===== src/hw/ofead_defines.svh =====
// Constants for the operand format and effective address decoder
`ifndef OFEAD_DEFINES_SVH
`define OFEAD_DEFINES_SVH

// ==========================================================
// Status word
`define OFEAD_SW_RESET 16'h2700
`define OFEAD_SW_WMASK 16'hB71F
`define OFEAD_CFB_MASK 16'h00FF

// ==========================================================
// Effective address fields
`define OFEAD_MODE_SPEC 3'h7
`define OFEAD_SPEC_ABS_S 3'h0
`define OFEAD_SPEC_ABS_L 3'h1
`define OFEAD_SPEC_PC_D16 3'h2
`define OFEAD_SPEC_PC_IDX 3'h3
`define OFEAD_SPEC_IMM 3'h4

// ==========================================================
// Category bit positions
`define OFEAD_CAT_DATA 3
`define OFEAD_CAT_MEM 2
`define OFEAD_CAT_CTRL 1
`define OFEAD_CAT_ALT 0

// ==========================================================
// Memory bus
`define OFEAD_LANES 4

`endif


===== src/hw/ofead_pkg.sv =====
// Types shared by the operand format and address decoder
package ofead_pkg;
  typedef enum logic [1:0] {SZ_BIT, SZ_BYTE, SZ_WORD, SZ_LONG} ofead_size_t;
  typedef enum logic [3:0] {
    EA_DATA_DIR, EA_ADDR_DIR, EA_IND, EA_POSTINC, EA_PREDEC, EA_DISP, EA_IDX,
    EA_PC_DISP, EA_PC_IDX, EA_ABS_SHORT, EA_ABS_LONG, EA_IMM, EA_NONE
  } ofead_ea_kind_t;
endpackage : ofead_pkg


===== src/hw/ofead_ea_if.sv =====
// Interface between the top block and the address mode decoder
`timescale 1ns/1ps
interface ofead_ea_if;
  logic [2:0] mode_field;
  logic [2:0] reg_field;
  ofead_pkg::ofead_ea_kind_t kind;
  logic [3:0] cat;
  logic bad_code;
  modport dec (input mode_field, input reg_field, output kind, output cat, output bad_code);
  modport user (output mode_field, output reg_field, input kind, input cat, input bad_code);
endinterface : ofead_ea_if


===== src/hw/ofead_ea_decode.sv =====
// Effective address mode decoder with category attributes
`timescale 1ns/1ps
`include "ofead_defines.svh"
module ofead_ea_decode (
  ofead_ea_if.dec ea
);
  // ==========================================================
  // Mode and category decode
  always_comb begin
    ea.bad_code = 1'b0;
    ea.kind = ofead_pkg::EA_NONE;
    ea.cat = 4'h0;
    unique case (ea.mode_field)
      3'h0: begin
        ea.kind = ofead_pkg::EA_DATA_DIR;
        ea.cat = 4'h9;
      end
      3'h1: begin
        ea.kind = ofead_pkg::EA_ADDR_DIR;
        ea.cat = 4'h1;
      end
      3'h2: begin
        ea.kind = ofead_pkg::EA_IND;
        ea.cat = 4'hF;
      end
      3'h3: begin
        ea.kind = ofead_pkg::EA_POSTINC;
        ea.cat = 4'hD;
      end
      3'h4: begin
        ea.kind = ofead_pkg::EA_PREDEC;
        ea.cat = 4'hD;
      end
      3'h5: begin
        ea.kind = ofead_pkg::EA_DISP;
        ea.cat = 4'hF;
      end
      3'h6: begin
        ea.kind = ofead_pkg::EA_IDX;
        ea.cat = 4'hF;
      end
      `OFEAD_MODE_SPEC: begin
        unique case (ea.reg_field)
          `OFEAD_SPEC_ABS_S: begin
            ea.kind = ofead_pkg::EA_ABS_SHORT;
            ea.cat = 4'hE;
          end
          `OFEAD_SPEC_ABS_L: begin
            ea.kind = ofead_pkg::EA_ABS_LONG;
            ea.cat = 4'hE;
          end
          `OFEAD_SPEC_PC_D16: begin
            ea.kind = ofead_pkg::EA_PC_DISP;
            ea.cat = 4'hE;
          end
          `OFEAD_SPEC_PC_IDX: begin
            ea.kind = ofead_pkg::EA_PC_IDX;
            ea.cat = 4'hE;
          end
          `OFEAD_SPEC_IMM: begin
            ea.kind = ofead_pkg::EA_IMM;
            ea.cat = 4'hC;
          end
          default: begin
            ea.bad_code = 1'b1;
          end
        endcase
      end
    endcase
  end
endmodule : ofead_ea_decode


===== src/hw/ofead_top.sv =====
// Operand sizing, register merge, status word, byte lanes and EA decode
`timescale 1ns/1ps
`include "ofead_defines.svh"
module ofead_top (
  input wire logic clk,
  input wire logic rst_n,
  input wire logic src_valid,
  input wire ofead_pkg::ofead_size_t src_size,
  input wire logic src_is_addr,
  input wire logic dst_is_addr,
  input wire logic [31:0] src_value,
  output logic [31:0] src_operand,
  output logic src_size_err,
  input wire logic wb_valid,
  input wire ofead_pkg::ofead_size_t wb_size,
  input wire logic wb_to_addr,
  input wire logic [31:0] wb_result,
  input wire logic [31:0] wb_old,
  output logic wb_we,
  output logic [31:0] wb_data,
  output logic wb_err,
  input wire logic sw_wr,
  input wire logic sw_byte,
  input wire logic supervisor,
  input wire logic [15:0] sw_wr_data,
  output logic [15:0] sw_rd_data,
  output logic [15:0] processor_status_word,
  input wire logic mem_valid,
  input wire ofead_pkg::ofead_size_t mem_size,
  input wire logic [31:0] mem_addr,
  input wire logic [31:0] mem_store,
  input wire logic [31:0] mem_lanes_in,
  output logic [3:0] mem_be,
  output logic [31:0] mem_wdata,
  output logic [31:0] mem_load,
  output logic mem_align_err,
  input wire logic [2:0] ea_mode_field,
  input wire logic [2:0] ea_reg_field,
  input wire logic [3:0] ea_need,
  output ofead_pkg::ofead_ea_kind_t ea_kind,
  output logic [2:0] ea_reg_num,
  output logic [3:0] ea_cat,
  output logic ea_alt_mem,
  output logic ea_data_alt,
  output logic ea_illegal
);
  // ==========================================================
  // Helpers
  function automatic logic [2:0] bytes_of(input ofead_pkg::ofead_size_t sz);
    unique case (sz)
      ofead_pkg::SZ_WORD: bytes_of = 3'h2;
      ofead_pkg::SZ_LONG: bytes_of = 3'h4;
      default: bytes_of = 3'h1;
    endcase
  endfunction : bytes_of

  function automatic logic misaligned(input ofead_pkg::ofead_size_t sz, input logic [1:0] off);
    unique case (sz)
      ofead_pkg::SZ_WORD: misaligned = off[0];
      ofead_pkg::SZ_LONG: misaligned = (off != 2'h0);
      default: misaligned = 1'b0;
    endcase
  endfunction : misaligned

  // ==========================================================
  // Source operand formatting
  logic [31:0] next_src_operand;
  logic next_src_size_err;

  always_comb begin
    next_src_operand = src_operand;
    next_src_size_err = 1'b0;
    if (src_valid) begin
      unique case (src_size)
        ofead_pkg::SZ_BYTE: begin
          next_src_operand = {24'h000000, src_value[7:0]};
          next_src_size_err = src_is_addr;
        end
        ofead_pkg::SZ_WORD: begin
          if (dst_is_addr) begin
            next_src_operand = {{16{src_value[15]}}, src_value[15:0]};
          end else begin
            next_src_operand = {16'h0000, src_value[15:0]};
          end
        end
        default: begin
          next_src_operand = src_value;
        end
      endcase
    end
  end

  always_ff @(posedge clk or negedge rst_n) begin
    if (!rst_n) begin
      src_operand <= 32'h00000000;
      src_size_err <= 1'b0;
    end else begin
      src_operand <= next_src_operand;
      src_size_err <= next_src_size_err;
    end
  end

  // ==========================================================
  // Register write merge
  logic [31:0] next_wb_data;
  logic next_wb_we;
  logic next_wb_err;

  always_comb begin
    next_wb_data = wb_data;
    next_wb_we = 1'b0;
    next_wb_err = 1'b0;
    if (wb_valid) begin
      next_wb_we = 1'b1;
      if (wb_to_addr) begin
        unique case (wb_size)
          ofead_pkg::SZ_WORD: next_wb_data = {{16{wb_result[15]}}, wb_result[15:0]};
          ofead_pkg::SZ_LONG: next_wb_data = wb_result;
          default: begin
            next_wb_we = 1'b0;
            next_wb_err = 1'b1;
          end
        endcase
      end else begin
        unique case (wb_size)
          ofead_pkg::SZ_BYTE: next_wb_data = {wb_old[31:8], wb_result[7:0]};
          ofead_pkg::SZ_WORD: next_wb_data = {wb_old[31:16], wb_result[15:0]};
          default: next_wb_data = wb_result;
        endcase
      end
    end
  end

  always_ff @(posedge clk or negedge rst_n) begin
    if (!rst_n) begin
      wb_data <= 32'h00000000;
      wb_we <= 1'b0;
      wb_err <= 1'b0;
    end else begin
      wb_data <= next_wb_data;
      wb_we <= next_wb_we;
      wb_err <= next_wb_err;
    end
  end

  // ==========================================================
  // Status word and flag byte
  logic [15:0] next_psw;
  logic [15:0] next_sw_rd_data;

  always_comb begin
    next_psw = processor_status_word;
    if (sw_wr) begin
      if (sw_byte || !supervisor) begin
        next_psw = (processor_status_word & ~`OFEAD_CFB_MASK)
                 | (sw_wr_data & `OFEAD_CFB_MASK & `OFEAD_SW_WMASK);
      end else begin
        next_psw = sw_wr_data & `OFEAD_SW_WMASK;
      end
    end
    if (sw_byte) begin
      next_sw_rd_data = processor_status_word & `OFEAD_CFB_MASK;
    end else begin
      next_sw_rd_data = processor_status_word;
    end
  end

  always_ff @(posedge clk or negedge rst_n) begin
    if (!rst_n) begin
      processor_status_word <= `OFEAD_SW_RESET;
      sw_rd_data <= 16'h0000;
    end else begin
      processor_status_word <= next_psw;
      sw_rd_data <= next_sw_rd_data;
    end
  end

  // ==========================================================
  // Big-endian byte lanes
  logic [1:0] lane_off;
  logic [2:0] lane_n;
  logic [4:0] lane_shift;
  logic lane_bad;
  logic [3:0] lane_be;
  logic [31:0] next_mem_wdata;
  logic [31:0] next_mem_load;
  logic [3:0] next_mem_be;
  logic next_mem_align_err;

  assign lane_off = mem_addr[1:0];
  assign lane_n = bytes_of(mem_size);
  assign lane_bad = misaligned(mem_size, lane_off);
  // Lowest address sits in bits 31:24
  assign lane_shift = {3'(3'h4 - {1'b0, lane_off} - lane_n), 2'h0} << 1;

  genvar gi;
  generate
    for (gi = 0; gi < `OFEAD_LANES; gi++) begin : g_lane
      assign lane_be[gi] = (3'(gi) >= {1'b0, lane_off})
                         && (3'(gi) < 3'({1'b0, lane_off} + lane_n));
    end
  endgenerate

  always_comb begin
    next_mem_be = 4'h0;
    next_mem_wdata = mem_wdata;
    next_mem_load = mem_load;
    next_mem_align_err = 1'b0;
    if (mem_valid) begin
      next_mem_align_err = lane_bad;
      if (!lane_bad) begin
        next_mem_be = {lane_be[0], lane_be[1], lane_be[2], lane_be[3]};
        next_mem_wdata = mem_store << lane_shift;
        unique case (mem_size)
          ofead_pkg::SZ_LONG: next_mem_load = mem_lanes_in;
          ofead_pkg::SZ_WORD: next_mem_load = {16'h0000, 16'(mem_lanes_in >> lane_shift)};
          default: next_mem_load = {24'h000000, 8'(mem_lanes_in >> lane_shift)};
        endcase
      end
    end
  end

  always_ff @(posedge clk or negedge rst_n) begin
    if (!rst_n) begin
      mem_be <= 4'h0;
      mem_wdata <= 32'h00000000;
      mem_load <= 32'h00000000;
      mem_align_err <= 1'b0;
    end else begin
      mem_be <= next_mem_be;
      mem_wdata <= next_mem_wdata;
      mem_load <= next_mem_load;
      mem_align_err <= next_mem_align_err;
    end
  end

  // ==========================================================
  // Effective address decode
  ofead_ea_if ea_bus ();
  ofead_ea_decode u_ea_decode (.ea(ea_bus));
  assign ea_bus.mode_field = ea_mode_field;
  assign ea_bus.reg_field = ea_reg_field;

  logic next_alt_mem;
  logic next_data_alt;
  logic next_illegal;
  logic [2:0] next_reg_num;

  always_comb begin
    next_alt_mem = ea_bus.cat[`OFEAD_CAT_ALT] && ea_bus.cat[`OFEAD_CAT_MEM];
    next_data_alt = ea_bus.cat[`OFEAD_CAT_ALT] && ea_bus.cat[`OFEAD_CAT_DATA];
    next_illegal = ea_bus.bad_code || ((ea_need & ~ea_bus.cat) != 4'h0);
    next_reg_num = (ea_mode_field == `OFEAD_MODE_SPEC) ? 3'h0 : ea_reg_field;
  end

  always_ff @(posedge clk or negedge rst_n) begin
    if (!rst_n) begin
      ea_kind <= ofead_pkg::EA_NONE;
      ea_reg_num <= 3'h0;
      ea_cat <= 4'h0;
      ea_alt_mem <= 1'b0;
      ea_data_alt <= 1'b0;
      ea_illegal <= 1'b0;
    end else begin
      ea_kind <= ea_bus.kind;
      ea_reg_num <= next_reg_num;
      ea_cat <= ea_bus.cat;
      ea_alt_mem <= next_alt_mem;
      ea_data_alt <= next_data_alt;
      ea_illegal <= next_illegal;
    end
  end

  // ==========================================================
  // Checks
  property p_byte_addr;
    @(posedge clk) disable iff (!rst_n)
    src_valid && src_is_addr && src_size == ofead_pkg::SZ_BYTE |=> src_size_err;
  endproperty
  a_byte_addr: assert property (p_byte_addr) else $error("byte addr source not flagged");

  property p_sext;
    @(posedge clk) disable iff (!rst_n)
    src_valid && dst_is_addr && src_size == ofead_pkg::SZ_WORD
    |=> src_operand == {{16{$past(src_value[15])}}, $past(src_value[15:0])};
  endproperty
  a_sext: assert property (p_sext) else $error("word source not sign-extended");

  property p_merge;
    @(posedge clk) disable iff (!rst_n)
    wb_valid && !wb_to_addr && wb_size == ofead_pkg::SZ_BYTE
    |=> wb_we && wb_data == {$past(wb_old[31:8]), $past(wb_result[7:0])};
  endproperty
  a_merge: assert property (p_merge) else $error("byte merge wrong");

  property p_addr_full;
    @(posedge clk) disable iff (!rst_n)
    wb_valid && wb_to_addr && wb_size == ofead_pkg::SZ_WORD
    |=> wb_data[31:16] == {16{$past(wb_result[15])}};
  endproperty
  a_addr_full: assert property (p_addr_full) else $error("addr write not full");

  property p_reserved;
    @(posedge clk) disable iff (!rst_n)
    (processor_status_word & ~`OFEAD_SW_WMASK) == 16'h0000;
  endproperty
  a_reserved: assert property (p_reserved) else $error("reserved bit set");

  property p_cfb;
    @(posedge clk) disable iff (!rst_n)
    sw_wr && sw_byte ##1 1'b1
    |-> processor_status_word[15:8] == $past(processor_status_word[15:8]);
  endproperty
  a_cfb: assert property (p_cfb) else $error("flag byte write changed upper");

  property p_word_order;
    @(posedge clk) disable iff (!rst_n)
    mem_valid && mem_size == ofead_pkg::SZ_WORD && mem_addr[1:0] == 2'h0
    |=> mem_be == 4'hC && mem_wdata[31:24] == $past(mem_store[15:8]);
  endproperty
  a_word_order: assert property (p_word_order) else $error("word byte order");

  property p_long_order;
    @(posedge clk) disable iff (!rst_n)
    mem_valid && mem_size == ofead_pkg::SZ_LONG && mem_addr[1:0] == 2'h0
    |=> mem_be == 4'hF && mem_wdata[31:16] == $past(mem_store[31:16]);
  endproperty
  a_long_order: assert property (p_long_order) else $error("long half order");

  property p_bad_spec;
    @(posedge clk) disable iff (!rst_n)
    ea_mode_field == 3'h7 && ea_reg_field > 3'h4 |=> ea_illegal;
  endproperty
  a_bad_spec: assert property (p_bad_spec) else $error("bad special not flagged");

  property p_pc_alter;
    @(posedge clk) disable iff (!rst_n)
    ea_kind == ofead_pkg::EA_PC_DISP || ea_kind == ofead_pkg::EA_PC_IDX
    |-> !ea_cat[`OFEAD_CAT_ALT] && !ea_alt_mem && !ea_data_alt;
  endproperty
  a_pc_alter: assert property (p_pc_alter) else $error("pc mode alterable");
endmodule : ofead_top


===== config.mk =====
export PLATFORM = sky130hd
export DESIGN_NAME = ofead_top
export DESIGN_NICKNAME = d
export VERILOG_FILES = /design/src/hw/ofead_pkg.sv /design/src/hw/ofead_ea_if.sv /design/src/hw/ofead_ea_decode.sv /design/src/hw/ofead_top.sv
export VERILOG_INCLUDE_DIRS = /design/src /design/src/hw
export SDC_FILE = /design/constraint.sdc
export NUM_CORES = 1
export LEC_CHECK = 0
export BUFFER_PORTS_ARGS = -buffer_cell sky130_fd_sc_hd__buf_2
export CAP_MARGIN = 20
export CORE_AREA = 2 2 161 163
export CTS_CLUSTER_SIZE = 10
export DETAILED_ROUTE_END_ITERATION = 16
export DIE_AREA = 0 0 163 165
export GPL_TIMING_DRIVEN = 0
export PLACE_DENSITY_LB_ADDON = 0.08
export SYNTH_ARGS = -nofsm -noshare
export SYNTH_HDL_FRONTEND = slang
export SYNTH_SLANG_ARGS = --single-unit

===== constraint.sdc =====
create_clock -name clk -period 1.4 [get_ports clk]
set_input_delay 0.14 -clock clk [delete_from_list [all_inputs] [get_ports clk]]
set_output_delay 0.14 -clock clk [all_outputs]
set_load 0.01 [all_outputs]

# Word level (Yosys, flattened, before mapping)
# Index checks and enable logic that the tools add are counted.
[classes]
n_addsub = 3
mul = 0
n_div = 0
order_cmp = 7
eq_ne = 19
shift = 2
n_mux = 28
n_bitwise = 4
reduce_logical = 19
[ops]
columns = ["operator", "count"]
rows = [
  ["32-bit one-hot mux with 2 select lines", 4],
  ["32-bit 2-to-1 mux", 2],
  ["4-bit one-hot mux with 5 select lines", 2],
  ["16-bit 2-to-1 mux", 2],
  ["4-bit one-hot mux with 8 select lines", 1],
  ["32-bit by 5-bit << shifter with 32-bit output", 1],
  ["32-bit by 5-bit >> shifter with 16-bit output", 1],
  ["16-bit by 5-bit bitwise OR with 16-bit output", 1],
  ["3-bit equality test (second input constant)", 5],
  ["3-bit by 2-bit equality test with 1-bit output (second input constant)", 4],
  ["1-bit 2-to-1 mux", 11],
  ["2-bit equality test (second input constant)", 5],
  ["4-bit 2-to-1 mux", 2],
  ["4-bit one-hot mux with 2 select lines", 1],
  ["3-bit by 1-bit equality test with 1-bit output (second input constant)", 2],
  ["3-bit zero test", 2],
  ["1-bit by 3-bit less-than comparator with 1-bit output (first input constant)", 2],
  ["2-bit by 3-bit less-than comparator with 1-bit output (first input constant)", 2],
  ["3-bit one-hot mux with 2 select lines", 1],
  ["1-bit logical AND", 5],
  ["5-bit OR reduction", 1],
  ["4-bit bitwise AND", 1],
  ["2-bit by 1-bit equality test with 1-bit output (second input constant)", 2],
  ["1-bit by 2-bit >= comparator with 1-bit output (first input constant)", 2],
  ["other kinds (17)", 20],
]
[word_totals]
regBits = 182
latchBits = 0
ramBits = 0
mem_bits_ro = 0
input_bits = 235
output_inout_bits = 182
elab_cells = 99
n_memories = 0

# Logic depth before layout (Yosys ltp)
[depth]
depth_word = 8
depth_mapped = 8
depth_no_buf = 6

# By module
# A second synthesis with hierarchy kept.
[unflattened]
hier_cells = 808
hier_area_um2 = 8161.6
[modules_own_cells]
columns = ["mod", "n_inst", "cells_each", "area_per_inst_um2", "seq_area_each_um2"]
rows = [
  ["ofead_top", 1, 783, 8032.7, 4311.6],
  ["ofead_ea_decode", 1, 25, 128.9, 0.0],
]

# Worst setup path after synthesis
# No wires, ideal clock.
[synth_path]
path_type = "input to register"
start = "input mem_size[1]"
end = "register mem_wdata[17]"
setup_time_ps = 119
arrival_ps = 1737
required_time_ps = 1281
slack_ps = -456
stages = 7
n_path_buf = 1
cell_sequence = "nor2b_1 -> ha_1 -> xnor2_4 -> buf_2 -> mux2i_1 -> o211ai_1 -> o21a_1"
[synth_via]
elab_chain_len = 4
elab_cells_between_ends = 8
cone_classes = "add/sub: 1; eq/ne: 2; shift: 1; mux: 2; bitwise: 1; reduce/logical: 1"
[synth_rtl]
columns = ["element", "line_no", "rtl"]
rows = [
  ["start, declared", "ofead_top.sv:29", "input wire ofead_pkg::ofead_size_t mem_size,"],
  ["2-bit equality test", "ofead_top.sv:50, ofead_top.sv:58", ""],
  ["3-bit one-hot mux with 2 select lines / 1-bit one-hot mux with 2 select lines (equally long branches)", "ofead_top.sv:50, ofead_top.sv:58", ""],
  ["2-bit subtractor / 1-bit inverter (equally long branches)", "-", ""],
  ["32-bit by 5-bit << shifter with 32-bit output / 2-bit AND reduction (equally long branches)", "-", ""],
  ["end signal, assigned", "ofead_top.sv:231", "mem_wdata <= next_mem_wdata;"],
  ["end, declared", "ofead_top.sv:34", "output logic [31:0] mem_wdata,"],
]
# Several ways; a longest one is shown, not always the timed one.
# A chain may end at the register's enable or synchronous reset.

# Worst setup path in the final report
[layout_path]
start = "input mem_size[1]"
end = "register mem_load[11]"
[layout_via]
elab_chain_len = 5
elab_cells_between_ends = 9
cone_classes = "add/sub: 1; eq/ne: 2; shift: 1; mux: 3; bitwise: 1; reduce/logical: 1"
[layout_rtl]
columns = ["element", "line_no", "rtl"]
rows = [
  ["2-bit equality test", "ofead_top.sv:50, ofead_top.sv:58, ofead_top.sv:214", ""],
  ["3-bit one-hot mux with 2 select lines", "ofead_top.sv:50", "unique case (sz)"],
  ["2-bit subtractor", "ofead_top.sv:194", "assign lane_shift = {3'(3'h4 - {1'b0, lane_off} - lane_n), 2'h0} << 1;"],
  ["32-bit by 5-bit >> shifter with 16-bit output", "-", ""],
  ["32-bit one-hot mux with 2 select lines", "ofead_top.sv:214", "unique case (mem_size)"],
  ["end signal, assigned", "ofead_top.sv:232", "mem_load <= next_mem_load;"],
  ["end, declared", "ofead_top.sv:35", "output logic [31:0] mem_load,"],
]
# Several ways; a longest one is shown, not always the timed one.

==> out/summary.log <==
qor: timing.achievable-frequency 0.694 GHz
qor: timing.final_max_slew_viol_count 0
qor: global_routing.globalRouteOverflowTotal 0
qor: cts.htree_levels 4
qor: layout.layout.cells.non_filler 1645
qor: outcome.violations negative setup slack
qor: logic_synthesis.synth_edf_count 0
qor: setup_path.critical_path.reg2reg.endpoint processor_status_word[12]
qor: die.die_width 163 um
qor: worst_hold_path.hold_path.startpoint wb_result[14]
qor: global_routing.number_of_global_route_vias_before_repair 7984
qor: flow_run.cap_violations 0
qor: global_routing.grt_util_met1 26.9%
qor: logic_synthesis.yosys_synthesis_warning_count 0
qor: layout.diodes 0
qor: logic_synthesis.most_used_dff_post_synth sky130_fd_sc_hd__dfrtp_1
qor: layout.nets 1546
qor: die.floorplan.initialDensity 32.2%
qor: layout.layout.cells.most_common_list 368 x sky130_fd_sc_hd__buf_2, 166 x sky130_fd_sc_hd__dfrtp_1, 139 x sky130_fd_sc_hd__nand2_1
qor: layout.fill_cells 2426
qor: die.floorplan.io_pins 417
qor: setup_path.worst-endpoint-arrival 1.71 ns
qor: logic_synthesis.syn_avg_cell_area 9.92 um^2
qor: pwr.largest_vdd_supply_drop 0.575 mV
qor: global_routing.grt-busiest-layer met2
qor: placed_design.dp.cells 1512
qor: setup_path.critPathMaxFanout 6
qor: worst_hold_path.hold_path_stages 3
qor: placed_design.io_buffer_count 360
qor: detailed_routing.wl 29200 um
qor: logic_synthesis.netlist_instances 812
qor: die.core_area 25000 um^2
qor: cts.cts_tree yes
qor: setup_path.crit-reg2reg-launch processor_status_word[12]
qor: logic_synthesis.synth_cell_types 56
qor: die.die_h 165 um
qor: setup_path.timing.setup.critical_path_class in -> reg
qor: pwr.p_per_area 1170 nW/um^2
qor: layout.regArea 4310 um^2
qor: layout.final_layout_size_suffix_gt1_share 40.2%
qor: setup_path.timing.reg2reg.worst_path_depth 1
qor: logic_synthesis.post_synthesis_instance_area 8060 um^2
qor: timing.fin_ws -0.0399 ns
qor: detailed_routing.avgViaCountPerCell 4.80
qor: global_routing.global_route_usage_over_all_layers 21.4%
qor: timing.rsz_0062_raised_after_global_routing true
qor: timing.worst_clock_skew 0.0121 ns
qor: detailed_routing.first_iter_violations 399
qor: die.floorplan.rows 58
qor: cts.clkTransAtPathRegs 0.07 ns
qor: pwr.leak_pwr 6.06 nW
qor: cts.clock_tree.buffer_depth 2
qor: detailed_routing.post-route-drc-count 0
qor: placed_design.place.gp.congestion 0.796
qor: placed_design.detailed_place_hpwl 21500 um
qor: detailed_routing.dr_total_vias 7890
qor: setup_path.cp-start-kind input pin
qor: timing.period_share 103%
qor: timing.hold_viol 0
qor: layout.multi_input_area 3560 um^2
qor: worst_hold_path.hold_worst_path_end wb_data[14]
qor: detailed_routing.antenna_violating_nets_post_route 0
qor: timing.setup_viol 2
qor: layout.syn_to_final_growth 52.2%
qor: outcome.status finished, violations left
qor: logic_synthesis.async_set_or_reset_flop_fraction_in_the_synthesized_netlist 100%
qor: setup_path.crit_path_end_kind register
qor: placed_design.post_dp_cell_area 10500 um^2
qor: layout.post-route-cell-area 12300 um^2
qor: global_routing.grt_pass1_wl 44200 um
qor: setup_path.endpoint_required_time_on_the_critical_path 1.67 ns
qor: detailed_routing.drt_pre_antenna_iters 4
qor: cts.numClockSinks 172
qor: global_routing.largest_net_degree_at_the_start_of_global_routing 101
qor: die.fp.dieArea 26900 um^2
qor: layout.final_common_cell sky130_fd_sc_hd__buf_2
qor: timing.fin_crit 1.44 ns
qor: setup_path.setup.reg_to_reg.worst_slack 0.63 ns
qor: detailed_routing.wire_per_inst 17.8 um
qor: cts.numCtsBuffers 17
qor: logic_synthesis.post-synth-top-area-fraction 51.6%
qor: logic_synthesis.synth_area_leaders sky130_fd_sc_hd__dfrtp_1 52%, sky130_fd_sc_hd__nand2_1 6.5%, sky130_fd_sc_hd__a21oi_1 4.3%
qor: worst_hold_path.min_path_type in -> reg
qor: cts.clkLatencyLatePin 0.42 ns
qor: global_routing.groute.layer.met2.usage 36.0%
qor: global_routing.grt_antenna_before_repair 3
qor: cts.cell_chosen_for_the_clock_root sky130_fd_sc_hd__clkbuf_16
qor: logic_synthesis.post-synth-top-area-cell sky130_fd_sc_hd__dfrtp_1
qor: logic_synthesis.synth.yosys.seq_area_share 53.5%
qor: logic_synthesis.yosys_register_bits 172
qor: timing.relSlewSlack 52.0%
qor: timing.timing_worst_slew_pin_value 0.719 ns
qor: global_routing.grtUsageMet3 6.45%
[layout make-up]
type | count | area share [%]
clock buffer | 18 | 3.50
multi-input combinational | 553 | 29.1
clock inverter | 14 | 1.01
timing repair buffer | 464 | 23.5
inverter | 24 | 0.785
tap | 330 | 3.37
buffer | 70 | 3.67
sequential | 172 | 35.2
[kinds of logic after synthesis]
family                   synth area share, %
flip-flops                              53.5
XOR/XNOR                               0.761
AND/OR/NAND/NOR                         14.1
multiplexers                            6.48
other                                 0.0465
buffers and inverters                   5.68
adder cells (fa/ha/maj)                 1.49
AO/OA/AOI/OAI                           17.9
[synthesized netlist by cell type (all sizes together) (9+ instances only)]
master,number
nand2,140
o31ai,25
a21oi,70
a221oi,16
dfrtp,166
o21ai,48
clkbuf,37
mux2,25
o21a,9
inv,22
nor2b,23
mux2i,24
o221ai,9
nand3,14
nor2,44
buf,35
[stage by stage]
| stage | util (%) | power (mW) | worst slack [ns] | TNS (ns) | hold slack [ns] |
|---|---|---|---|---|---|
| 5_1_grt | 49.0 | 15.1 | -0.0927 | -0.263 | 0.00805 |
| 2_1_floorplan | - | 7.76 | -0.197 | -3.76 | -0.156 |
| 3_3_place_gp | 42.0 | 9.38 | -2.85 | -535.17 | 0.335 |
| 6_report | 49.0 | 14.3 | -0.0399 | -0.0516 | 0.0215 |
| 3_5_place_dp | 42.1 | 9.40 | -0.828 | -56.32 | 0.147 |
| 4_1_cts | 48.5 | 14.4 | -0.0349 | -0.0652 | 0.00278 |
[per-layer routing]
metal  vias to the layer above  routed length [um]
met5                         -                  21
li1                       3810                   -
met1                      3768               12300
met3                        22                2210
met2                       286               14400
met4                         4                 306
[registers in the layout, indices dropped and copies added, names as in the netlist, 3 cells and up]
register and count:
mem_wdata 32, ea_reg_num 3, ea_cat 4, mem_be 4, processor_status_word 11, sw_rd_data 11, wb_data 32, ea_kind 4
src_operand 32, mem_load 32
[how the worst max path moves through the flow]
| stage | end | from | cells after the start |
|---|---|---|---|
| global route | mem_load[11] | mem_size[1] | 8 |
| detailed placement | mem_load[4] | mem_size[1] | 7 |
| CTS | mem_load[11] | mem_size[1] | 8 |
| floorplan | mem_wdata[17] | mem_size[1] | 7 |
| global placement | wb_data[22] | rst_n | 1 |
| finish | mem_load[11] | mem_size[1] | 8 |
[critical path: stages]
cell and delay, ns:
sky130_fd_sc_hd__buf_8 0.11, sky130_fd_sc_hd__nor2b_4 0.13, sky130_fd_sc_hd__ha_4 0.32, sky130_fd_sc_hd__xor2_4 0.30, sky130_fd_sc_hd__buf_6 0.17, sky130_fd_sc_hd__mux2_4 0.30, sky130_fd_sc_hd__a21oi_2 0.14, sky130_fd_sc_hd__a31oi_1 0.09
[power breakdown]
part / leakage, nW / internal, mW / switching [mW]
Sequential: 2.11 / 5.60 / 0.314
Clock: 0.274 / 2.35 / 2.23
Combinational: 3.68 / 1.73 / 2.06
[what timing repair did]
| item | in CTS | in global routing |
|---|---|---|
| hold buffers | 87 | 0 |
| endpoints found under the hold margin | 168 | 0 |
| setup endpoints to repair | 57 | 95 |
| setup buffers | 8 | 8 |
| pin swaps | 5 | 6 |
| gates resized for setup | 27 | 27 |
No activity file was read; power rests on OpenSTA's default activity.
